<file path="src/verilog/scsmd_pkg.sv">
package scsmd_pkg;
  // register bus geometry
  localparam int ADDR_W = 28;
  localparam int DATA_W = 32;
  localparam logic [ADDR_W-1:0] SLOW_CTL_OFFSET = 28'hfff_fd50;
  localparam logic [ADDR_W-1:0] DIV_CTL_OFFSET = 28'hfff_fd54;
  localparam logic [ADDR_W-1:0] STATUS_OFFSET = 28'hfff_fd58;
  localparam logic [1:0] RESP_OKAY = 2'b00;
  localparam logic [1:0] RESP_SLVERR = 2'b10;
  // slow clock control field positions (low byte)
  localparam int RC_OSC_ON_BIT = 0;
  localparam int XTAL_OSC_ON_BIT = 1;
  localparam int XTAL_BYPASS_BIT = 2;
  localparam int SLOW_SRC_SEL_BIT = 3;
  localparam int SLOW_CTL_W = 4;
  // divider control field positions
  localparam int MASTER_DIV_CODE_LSB = 0;
  localparam int FS_DIV_LSB = 4;
  localparam int USB_SYS_MODE_BIT = 8;
  localparam int FS_SRC_MAIN_BIT = 9;
  localparam int DIV_CTL_W = 10;
  // status field positions
  localparam int STS_ACTIVE_SEL_BIT = 0;
  localparam int STS_SWITCH_BUSY_BIT = 1;
  localparam int STS_DDR_AVAIL_BIT = 2;
  // slow control word, low bit first: rc on, xtal on, bypass, select
  typedef struct packed {
    logic slow_src_sel;
    logic xtal_bypass;
    logic xtal_osc_on;
    logic rc_osc_on;
  } scsmd_slow_ctl_t;
  typedef struct packed {
    logic fs_src_main;
    logic usb_sys_mode;
    logic [3:0] fs_usb_div;
    logic [1:0] rsvd;
    logic [1:0] master_div_code;
  } scsmd_div_ctl_t;
  // reset values: start on rc, divider /3, fs divider 9
  localparam logic [SLOW_CTL_W-1:0] SLOW_CTL_RST = 4'h1;
  localparam logic [DIV_CTL_W-1:0] DIV_CTL_RST = 10'h093;
  // master divider codes
  localparam logic [1:0] MASTER_DIV_CODE_DIV1 = 2'b00;
  localparam logic [1:0] MASTER_DIV_CODE_DIV2 = 2'b01;
  localparam logic [1:0] MASTER_DIV_CODE_DIV4 = 2'b10;
  localparam logic [1:0] MASTER_DIV_CODE_DIV3 = 2'b11;
  // select resynchronisation length in slow clock cycles
  localparam logic [2:0] SLOW_RESYNC_CYCLES = 3'h5;
  // switch state machine
  typedef enum logic [1:0] {
    SW_IDLE = 2'b01,
    SW_RESYNC = 2'b10
  } scsmd_sw_state_t;
endpackage

</file>
<file path="src/verilog/scsmd_top.sv">
// The AXI4-Lite interface to the registers was chosen for this implementation.
`timescale 1ns/1ps
module scsmd_top
  import scsmd_pkg::*;
(
  input wire logic clock,
  input wire logic sys_rst,
  input wire logic backup_por,
  // oscillator and pll ticks, one cycle each; slow_clk_in is a level whose rising edges are detected
  input wire logic rc_osc_tick,
  input wire logic xtal_osc_tick,
  input wire logic slow_clk_in,
  input wire logic main_pll_tick,
  input wire logic usb_pll_tick,
  output logic rc_osc_run,
  output logic xtal_osc_run,
  output logic slow_clk_tick,
  output logic cpu_clk_tick,
  output logic master_clk_tick,
  output logic ddr_clk_tick,
  output logic ddr_clk_avail,
  output logic fs_usb_tick,
  // axi4-lite slave
  input wire logic [ADDR_W-1:0] s_axi_awaddr,
  input wire logic s_axi_awvalid,
  output logic s_axi_awready,
  input wire logic [DATA_W-1:0] s_axi_wdata,
  input wire logic [3:0] s_axi_wstrb,
  input wire logic s_axi_wvalid,
  output logic s_axi_wready,
  output logic [1:0] s_axi_bresp,
  output logic s_axi_bvalid,
  input wire logic s_axi_bready,
  input wire logic [ADDR_W-1:0] s_axi_araddr,
  input wire logic s_axi_arvalid,
  output logic s_axi_arready,
  output logic [DATA_W-1:0] s_axi_rdata,
  output logic [1:0] s_axi_rresp,
  output logic s_axi_rvalid,
  input wire logic s_axi_rready
);

  // address decode shared by read and write paths
  function automatic logic is_mapped(input logic [ADDR_W-1:0] a);
    is_mapped = (a == SLOW_CTL_OFFSET) || (a == DIV_CTL_OFFSET) || (a == STATUS_OFFSET);
  endfunction

  // divide ratio for a master divider code
  function automatic logic [2:0] div_ratio(input logic [1:0] code);
    unique case (code)
      MASTER_DIV_CODE_DIV1: div_ratio = 3'd1;
      MASTER_DIV_CODE_DIV2: div_ratio = 3'd2;
      MASTER_DIV_CODE_DIV4: div_ratio = 3'd4;
      MASTER_DIV_CODE_DIV3: div_ratio = 3'd3;
    endcase
  endfunction

  scsmd_slow_ctl_t slow_ctl_q; // backup domain control
  scsmd_div_ctl_t div_ctl_q; // core domain divider control
  logic active_sel_q; // resynchronised select driving the mux
  scsmd_sw_state_t sw_state_q; // switch sequencer
  logic [2:0] resync_cnt_q; // slow ticks seen on the new source
  logic slow_in_q; // previous level of external slow input
  logic presc_q; // usb pll prescaler phase
  logic [2:0] master_div_code_cnt_q; // master divider phase
  logic [3:0] fs_cnt_q; // fs usb divider phase
  // bus holding registers
  logic aw_got_q;
  logic w_got_q;
  logic [ADDR_W-1:0] awaddr_q;
  logic [DATA_W-1:0] wdata_q;
  logic [3:0] wstrb_q;
  logic bvalid_q;
  logic [1:0] bresp_q;
  logic rvalid_q;
  logic [1:0] rresp_q;
  logic [DATA_W-1:0] rdata_q;
  // registered clock ticks
  logic slow_tick_q;
  logic cpu_tick_q;
  logic master_tick_q;
  logic ddr_tick_q;
  logic fs_tick_q;

  logic xtal_path_tick; // crystal or bypass path
  logic rc_path_tick; // internal rc path
  logic target_tick; // tick of the source being switched to
  logic cpu_tick; // system input after prescaler
  logic [2:0] ratio;
  logic [2:0] half;
  logic fs_in_tick;
  logic do_write;
  logic [DATA_W-1:0] rd_word;

  // oscillators run while their enable bit is set
  assign rc_osc_run = slow_ctl_q.rc_osc_on;
  assign xtal_osc_run = slow_ctl_q.xtal_osc_on;

  // bypass replaces the crystal output with rising edges of the pin
  assign xtal_path_tick = slow_ctl_q.xtal_bypass ? (slow_clk_in & ~slow_in_q)
                                                 : (slow_ctl_q.xtal_osc_on & xtal_osc_tick);
  assign rc_path_tick = slow_ctl_q.rc_osc_on & rc_osc_tick;
  assign target_tick = slow_ctl_q.slow_src_sel ? xtal_path_tick : rc_path_tick;

  // external slow input edge history, input taken as synchronous
  always_ff @(posedge clock)
  begin
    if (backup_por)
      slow_in_q <= 1'b0;
    else
      slow_in_q <= slow_clk_in;
  end

  // select resync: the mux moves only after five ticks of the new source,
  // so the dying oscillator is never sampled mid-switch
  always_ff @(posedge clock)
  begin
    if (backup_por)
    begin
      sw_state_q <= SW_IDLE;
      active_sel_q <= 1'b0;
      resync_cnt_q <= 3'd0;
    end
    else
    begin
      unique case (sw_state_q)
        SW_IDLE:
        begin
          resync_cnt_q <= 3'd0;
          // a select change opens a resync window
          if (slow_ctl_q.slow_src_sel != active_sel_q)
            sw_state_q <= SW_RESYNC;
        end
        SW_RESYNC:
        begin
          if (slow_ctl_q.slow_src_sel == active_sel_q)
          begin
            // select written back before completion: cancel
            sw_state_q <= SW_IDLE;
          end
          else if (target_tick)
          begin
            if (resync_cnt_q == SLOW_RESYNC_CYCLES - 3'd1)
            begin
              active_sel_q <= slow_ctl_q.slow_src_sel;
              sw_state_q <= SW_IDLE;
            end
            else
              resync_cnt_q <= resync_cnt_q + 3'd1;
          end
        end
      endcase
    end
  end

  // ticks are single pulses, so changing the select between them
  // cannot shorten or split a slow clock period
  always_ff @(posedge clock)
  begin
    if (backup_por)
      slow_tick_q <= 1'b0;
    else
      slow_tick_q <= active_sel_q ? xtal_path_tick : rc_path_tick;
  end

  // usb mode: system input is the usb pll halved
  always_ff @(posedge clock)
  begin
    if (sys_rst)
      presc_q <= 1'b0;
    else if (usb_pll_tick)
      presc_q <= ~presc_q;
  end
  assign cpu_tick = div_ctl_q.usb_sys_mode ? (usb_pll_tick & presc_q) : main_pll_tick;

  assign ratio = div_ratio(div_ctl_q.master_div_code);
  assign half = ratio >> 1;

  // master divider phase counter on cpu ticks
  always_ff @(posedge clock)
  begin
    if (sys_rst)
      master_div_code_cnt_q <= 3'd0;
    else if (master_div_code_cnt_q >= ratio - 3'd1)
    begin
      // also recovers when the ratio shrinks mid-count
      if (cpu_tick || master_div_code_cnt_q > ratio - 3'd1)
        master_div_code_cnt_q <= 3'd0;
    end
    else if (cpu_tick)
      master_div_code_cnt_q <= master_div_code_cnt_q + 3'd1;
  end

  // registered cpu, master and ddr ticks
  always_ff @(posedge clock)
  begin
    if (sys_rst)
    begin
      cpu_tick_q <= 1'b0;
      master_tick_q <= 1'b0;
      ddr_tick_q <= 1'b0;
    end
    else
    begin
      cpu_tick_q <= cpu_tick;
      master_tick_q <= cpu_tick && (master_div_code_cnt_q == ratio - 3'd1);
      // two ddr ticks per master period; ratio 3 gives uneven spacing
      ddr_tick_q <= cpu_tick && (ratio != 3'd1)
                    && ((master_div_code_cnt_q == ratio - 3'd1) || (master_div_code_cnt_q == half - 3'd1));
    end
  end
  assign ddr_clk_avail = (ratio != 3'd1);

  // fs usb divider: divide by programmed value plus one
  assign fs_in_tick = div_ctl_q.fs_src_main ? main_pll_tick : usb_pll_tick;
  always_ff @(posedge clock)
  begin
    if (sys_rst)
    begin
      fs_cnt_q <= 4'd0;
      fs_tick_q <= 1'b0;
    end
    else
    begin
      fs_tick_q <= fs_in_tick && (fs_cnt_q >= div_ctl_q.fs_usb_div);
      if (fs_in_tick)
        fs_cnt_q <= (fs_cnt_q >= div_ctl_q.fs_usb_div) ? 4'd0 : fs_cnt_q + 4'd1;
    end
  end

  assign slow_clk_tick = slow_tick_q;
  assign cpu_clk_tick = cpu_tick_q;
  assign master_clk_tick = master_tick_q;
  assign ddr_clk_tick = ddr_tick_q;
  assign fs_usb_tick = fs_tick_q;

  // write channel capture: address and data taken in either order
  assign s_axi_awready = ~aw_got_q & ~bvalid_q;
  assign s_axi_wready = ~w_got_q & ~bvalid_q;
  assign do_write = aw_got_q & w_got_q & ~bvalid_q;

  always_ff @(posedge clock)
  begin
    if (sys_rst)
    begin
      aw_got_q <= 1'b0;
      w_got_q <= 1'b0;
      awaddr_q <= '0;
      wdata_q <= '0;
      wstrb_q <= 4'h0;
      bvalid_q <= 1'b0;
      bresp_q <= RESP_OKAY;
    end
    else
    begin
      if (s_axi_awvalid && s_axi_awready)
      begin
        aw_got_q <= 1'b1;
        awaddr_q <= s_axi_awaddr;
      end
      if (s_axi_wvalid && s_axi_wready)
      begin
        w_got_q <= 1'b1;
        wdata_q <= s_axi_wdata;
        wstrb_q <= s_axi_wstrb;
      end
      if (do_write)
      begin
        aw_got_q <= 1'b0;
        w_got_q <= 1'b0;
        bvalid_q <= 1'b1;
        // status is read only, so a write there is an error too
        bresp_q <= (is_mapped(awaddr_q) && awaddr_q != STATUS_OFFSET) ? RESP_OKAY : RESP_SLVERR;
      end
      else if (bvalid_q && s_axi_bready)
        bvalid_q <= 1'b0;
    end
  end

  // slow control lives on the backup supply: core reset leaves it alone
  always_ff @(posedge clock)
  begin
    if (backup_por)
      slow_ctl_q <= scsmd_slow_ctl_t'(SLOW_CTL_RST);
    else if (do_write && awaddr_q == SLOW_CTL_OFFSET && wstrb_q[0])
    begin
      slow_ctl_q.rc_osc_on <= wdata_q[RC_OSC_ON_BIT];
      slow_ctl_q.xtal_osc_on <= wdata_q[XTAL_OSC_ON_BIT];
      slow_ctl_q.xtal_bypass <= wdata_q[XTAL_BYPASS_BIT];
      slow_ctl_q.slow_src_sel <= wdata_q[SLOW_SRC_SEL_BIT];
    end
  end

  // divider control, byte lanes honoured, reserved bits stay zero
  always_ff @(posedge clock)
  begin
    if (sys_rst)
      div_ctl_q <= scsmd_div_ctl_t'(DIV_CTL_RST);
    else if (do_write && awaddr_q == DIV_CTL_OFFSET)
    begin
      if (wstrb_q[0])
      begin
        div_ctl_q.master_div_code <= wdata_q[MASTER_DIV_CODE_LSB +: 2];
        div_ctl_q.fs_usb_div <= wdata_q[FS_DIV_LSB +: 4];
      end
      if (wstrb_q[1])
      begin
        div_ctl_q.usb_sys_mode <= wdata_q[USB_SYS_MODE_BIT];
        div_ctl_q.fs_src_main <= wdata_q[FS_SRC_MAIN_BIT];
      end
      div_ctl_q.rsvd <= 2'b00;
    end
  end

  // read mux, unused bits read zero
  always_comb
  begin
    rd_word = '0;
    if (s_axi_araddr == SLOW_CTL_OFFSET)
      rd_word[SLOW_CTL_W-1:0] = slow_ctl_q;
    else if (s_axi_araddr == DIV_CTL_OFFSET)
      rd_word[DIV_CTL_W-1:0] = div_ctl_q;
    else if (s_axi_araddr == STATUS_OFFSET)
    begin
      rd_word[STS_ACTIVE_SEL_BIT] = active_sel_q;
      rd_word[STS_SWITCH_BUSY_BIT] = (sw_state_q == SW_RESYNC);
      rd_word[STS_DDR_AVAIL_BIT] = ddr_clk_avail;
    end
  end

  // read channel: answer one cycle after the address is taken
  assign s_axi_arready = ~rvalid_q;
  always_ff @(posedge clock)
  begin
    if (sys_rst)
    begin
      rvalid_q <= 1'b0;
      rresp_q <= RESP_OKAY;
      rdata_q <= '0;
    end
    else if (s_axi_arvalid && s_axi_arready)
    begin
      rvalid_q <= 1'b1;
      rdata_q <= rd_word;
      rresp_q <= is_mapped(s_axi_araddr) ? RESP_OKAY : RESP_SLVERR;
    end
    else if (rvalid_q && s_axi_rready)
      rvalid_q <= 1'b0;
  end

  assign s_axi_bvalid = bvalid_q;
  assign s_axi_bresp = bresp_q;
  assign s_axi_rvalid = rvalid_q;
  assign s_axi_rresp = rresp_q;
  assign s_axi_rdata = rdata_q;

endmodule
</file>
<file path="config.mk">
export PLATFORM = sky130hd
export DESIGN_NAME = scsmd_top
export DESIGN_NICKNAME = d
export VERILOG_FILES = /design/src/verilog/scsmd_pkg.sv /design/src/verilog/scsmd_top.sv
export SDC_FILE = /design/constraint.sdc
export NUM_CORES = 1
export LEC_CHECK = 0
export BUFFER_PORTS_ARGS = -buffer_cell sky130_fd_sc_hd__buf_2
export CAP_MARGIN = 20
export CELL_PAD_IN_SITES_DETAIL_PLACEMENT = 1
export CELL_PAD_IN_SITES_GLOBAL_PLACEMENT = 1
export CORE_ASPECT_RATIO = 1.5
export CORE_MARGIN = 2
export CORE_UTILIZATION = 38
export DETAILED_ROUTE_END_ITERATION = 7
export PLACE_DENSITY_LB_ADDON = 0.1
export REMOVE_ABC_BUFFERS = 1
export SKIP_LAST_GASP = 1
export SYNTH_ARGS = -nofsm -noshare
export SYNTH_HDL_FRONTEND = slang
export SYNTH_SLANG_ARGS = --single-unit
</file>
<file path="constraint.sdc">
create_clock -name clock -period 2.96 [get_ports clock]
set_input_delay 0.148 -clock clock [delete_from_list [all_inputs] [get_ports clock]]
set_output_delay 0.148 -clock clock [all_outputs]
set_load 0.01 [all_outputs]
</file>
## Word-level counts from Yosys, hierarchy flattened

Index checks and enable logic that the tools add are counted.

- Register bits: 90
- Latch bits: 0
- Memory bits (writable): 0
- Memory bits (read-only): 0
- Input bits: 105
- Output and inout bits: 49
- Memories kept: 0

- Add/sub/neg operators: 5
- $mul: 0
- Divide/modulo/power cells: 0
- Magnitude comparators: 3
- Equality and inequality tests: 25
- Shift operators: 0
- Muxes and demuxes: 30
- Bitwise logic cells: 15
- Reductions and logical operators: 30

Operators by type and width:

| cell | number |
|---|---|
| $eq 28x28->1 const B | 6 |
| $ne 28x28->1 const B | 1 |
| $mux 3 | 8 |
| $logic_and 1x1->1 | 13 |
| $mux 2 | 6 |
| $pmux 3 s4 | 1 |
| $mux 1 | 9 |
| $and 1x1->1 | 8 |
| $mux 4 | 2 |
| $ne 2x2->1 const B | 4 |
| $mux 7 | 1 |
| $not 1->1 | 7 |
| $add 3x1->3 const B | 2 |
| $eq 2x2->1 const B | 3 |
| $eq 3x3->1 | 2 |
| $logic_or 1x1->1 | 6 |
| $mux 6 | 1 |
| $ne 3x3->1 const B | 2 |
| $pmux 3 s2 | 1 |
| $reduce_and 2->1 | 3 |
| $reduce_and 3->1 | 2 |
| $reduce_bool 2->1 | 3 |
| $add 4x1->4 const B | 1 |
| $eq 2x1->1 const B | 2 |
| other kinds (14) | 14 |

## Depth between registers and ports, before layout

- Depth after elaboration: 7
- Depth in mapped cells: 9
- Depth with buffers taken out: 9

## Worst setup path after synthesis

OpenSTA, ideal clock, no wires.

- Path kind: register to register
- Start point: register div_ctl_q[0] (netlist name)
- End point: register master_div_code_cnt_q[2]
- Setup time: 0.075 ns
- Arrival: 1.863 ns
- Required time: 2.885 ns
- Setup slack: 1.023 ns
- Cell stages (with the launch flop): 10
- Buffers on the path: 0
- Path through: dfxtp_1 inv_1 ha_1 xnor2_1 ha_1 nand3_1 o21ai_0 o21ai_0 nand4b_1 a31oi_1

- Word-level cells in the longest chain between the ends: 7
- Elaborated cells between the ends (all ways): 13

Ends and longest elaborated chain:

| item | RTL line | RTL |
|---|---|---|
| start, declared | scsmd_top.sv:59 | `scsmd_div_ctl_t div_ctl_q;` |
| start signal, assigned | scsmd_top.sv:298 | `div_ctl_q <= scsmd_div_ctl_t'(DIV_CTL_RST);` |
| $eq 2x2->1, or another cell as far along | scsmd_top.sv:50 | `unique case (code)` |
| $pmux 3 s4 * | scsmd_top.sv:50 |  |
| $sub 3x1->3 * | scsmd_top.sv:184, scsmd_top.sv:187 |  |
| $gt 3x3->1 | scsmd_top.sv:187 | `if (cpu_tick \|\| master_div_code_cnt_q > ratio - 3'd1)` |
| $logic_or 1x1->1 | scsmd_top.sv:187 |  |
| $ne 2x1->1 (no line) | n/a |  |
| $reduce_and 2->1 (no line) | n/a |  |
| end signal, assigned | scsmd_top.sv:191 | `master_div_code_cnt_q <= master_div_code_cnt_q + 3'd1;` |
| end, declared | scsmd_top.sv:65 | `logic [2:0] master_div_code_cnt_q;` |

Every way passes the cells marked *; elsewhere a longest branch is shown, timed or not.
A chain may end at the register's enable or synchronous reset.

## Worst setup path after layout

Same ends and word-level chain as after synthesis.

==> flow_summary.yaml <==
run_status:
  status: "complete, no violations"
timing:
  max_freq_mhz: 421.4
  period_needed_ns: 2.373
  period_share: 0.8017
  setup_ws_ns: 0.5871
  finalSetupViolCount: 0
  tightest_slew_ns: 0.9539
  rsz0062_at_grt: "false"
  fin_tns_setup_ns: 0
  finalHoldViolCount: 0
  relSlewSlack: 0.3641
  clock_skew_ns: 0.006546
  final-max-slew-violation-count: 0
synthesis:
  synth_top_area_share: 0.4334
  synth.most_common_cell: "nand2_1"
  ys_top_cells_by_count: "nand2_1, dfxtp_1, a21oi_1"
  syn_area_per_cell_um2: 8.487
  synth_flop_cell: "dfxtp_1"
  yosys.area.top_type: "dfxtp_1"
  synth_area_leaders: "dfxtp_1, nand2_1, a21oi_1"
  seq_area_frac_synth: 0.4334
  ys_ff_latch: 88
  ys_types: 51
  syn_area_mm2: 0.004065
  async_flop_share: 0
  synth_edf_count: 0
  yosysWarnings: 0
  synthCells: 479
floorplanning:
  die_h_um: 130.7
  die-area_mm2: 0.01156
  fp-row-count: 46
  fp.dieW_um: 88.45
  core_area_mm2: 0.01048
  start_util: 0.3881
  top_level_ports: 154
pwr:
  power_leakage_nw: 2.182
  peakVddDrop_mv: 0.3005
  p_per_area_mw_per_mm2: 554.9
setup_path:
  end_kind: "register"
  worst-path-max-fanout: 5
  arrival_ns: 2.64
  cp-start-kind: "register"
  timing_worst_setup_path_type: "register to register"
  cp_data_required_time_ns: 3.22
place:
  io_buffers: 105
  place_hpwl_mm: 7.507
  dp_worst_setup_slack_ns: 0.6408
  place_congestion: 0.8204
  place_inst: 707
grt:
  grt_pass1_wl_mm: 16.25
  antenna_found_initial: 0
  grt_usage: 0.1783
  overflow: 0
  grt_max_degree: 35
  grt_pass1_vias: 3523
cts:
  htreeDepth: 3
  clockRootBuffer: "clkbuf_16"
  clk_latency_ns: 0.34
  cts_tree: "yes"
  numClockSinks: 88
  cts_buffers: 9
  path_clk_slew_ns: 0.06
  clock_path_buffers: 2
finish:
  area_growth_pct: 20.81
  layoutNonFillerInstCount: 723
  fin_nets: 697
  final_util: 0.4688
  drive_gt1_frac: 0.2366
  n_antenna_cell: 0
flow_run:
  cap_viol_max_count: 0
route:
  avgViaCountPerCell: 4.815
  first_iter_violations: 69
  drt-wirelength-per-cell_um: 13.38
  drc: 0
  ant_nets: 0
  drtPass1Iterations: 4
  wl_mm: 9.676
  vias: 3481
min_path:
  hold_class: "input pin to register"
-- timing repair --
item	in CTS	in global routing
buffers inserted	0	0
resized for setup	0	0
hold endpoints to repair	1	0
hold buffers	1	0
-- cells by family (layout without fill, tap and decap cells) --
kind of cell	count (synthesis)	in the layout	share of synthesized area
compound gates	91	91	0.1305
xor+xnor	9	9	0.01939
fa+ha+maj	17	17	0.05232
buf+inv	62	139	0.07941
flops	88	88	0.4334
mux	16	16	0.03970
other cells	1	24	0.0009225
simple gates	195	195	0.2444
-- state kept, by name, indices dropped and copies added, names as in the netlist, 2 cells and up --
name / flops
wdata_q: 10
master_div_code_cnt_q: 3
fs_cnt_q: 4
resync_cnt_q: 3
s_axi_rdata: 10
wstrb_q: 2
div_ctl_q: 8
sw_state_q: 2
awaddr_q: 28
slow_ctl_q: 2
-- placed cells by master (no fill, tap or decap), types with 3 or more instances in the layout --
cell,count
nand4b_1,5
nand4_1,8
o21ai_0,10
dfxtp_1,88
nand2b_1,12
a31o_2,7
conb_1,24
nor2_1,26
buf_4,3
nand2_1,98
a211oi_1,4
clkbuf_16,9
xor2_1,4
xnor2_1,5
nand3_1,6
a21oi_1,55
nor3_1,7
nor2b_1,5
inv_1,15
nor3b_1,6
ha_1,17
mux2i_1,15
nand3b_1,7
a21o_1,3
clkinv_2,3
buf_2,105
-- through the flow --
stage / cell area, um2 / total power [mW] / hold slack (ns)
floorplan: 3885 / 1.503 / 0.2171
global placement: 4613 / 1.633 / 0.3329
detailed placement: 4613 / 1.649 / 0.3399
CTS: 4911 / 2.777 / 0.02786
global route: 4911 / 2.883 / 0.04778
finish: 4911 / 2.725 / 0.04226
-- worst paths after layout --
| path | slack [ns] | end | start | cells after the start |
|---|---|---|---|---|
| max | 0.59 | master_div_code_cnt_q[2] | div_ctl_q[0] | 9 |
| min | 0.04 | awaddr_q[9] | s_axi_awaddr[9] | 3 |
| max reg2reg | 0.59 | master_div_code_cnt_q[2] | div_ctl_q[0] | 9 |
| min reg2reg | 0.45 | awaddr_q[4] | awaddr_q[4] | 2 |
-- worst max-delay path: stages (launching register included) --
cell and delay [ns]:
dfxtp_1 0.42, inv_1 0.13, ha_1 0.22, xnor2_1 0.19
ha_1 0.29, nand3_1 0.16, o21ai_0 0.15, o21ai_0 0.42
nand4b_1 0.16, a31oi_1 0.17
-- metal layers --
layer | part of all wire | routed length [um] | up-vias | track usage
met3 | 0.048 | 469 | 14 | 0.03078
li1 | - | - | 1769 | -
met5 | 0 | 0 | - | 0
met4 | 0.021 | 199 | 0 | 0.07576
met1 | 0.42 | 4048 | 1602 | 0.2049
met2 | 0.51 | 4958 | 96 | 0.3202
-- power by group --
part	internal, mW	total (mW)	switching (mW)
Combinational	0.137	0.322	0.185
Sequential	1.25	1.30	0.0445
Clock	0.668	1.11	0.438
Total	2.06	2.73	0.668
-- area by class of cell --
| cell class | count | area, um2 |
|---|---|---|
| fillers | 1325 | 5564 |
| multi-input cells | 352 | 2067 |
| flip-flops and latches | 88 | 1762 |
| repair buffers | 109 | 558.0 |
| clock buffers | 11 | 242.7 |
| well taps | 144 | 180.2 |
| inverters | 15 | 56.30 |
| clock inverters | 4 | 45.04 |
No activity file was read; power rests on OpenSTA's default activity.
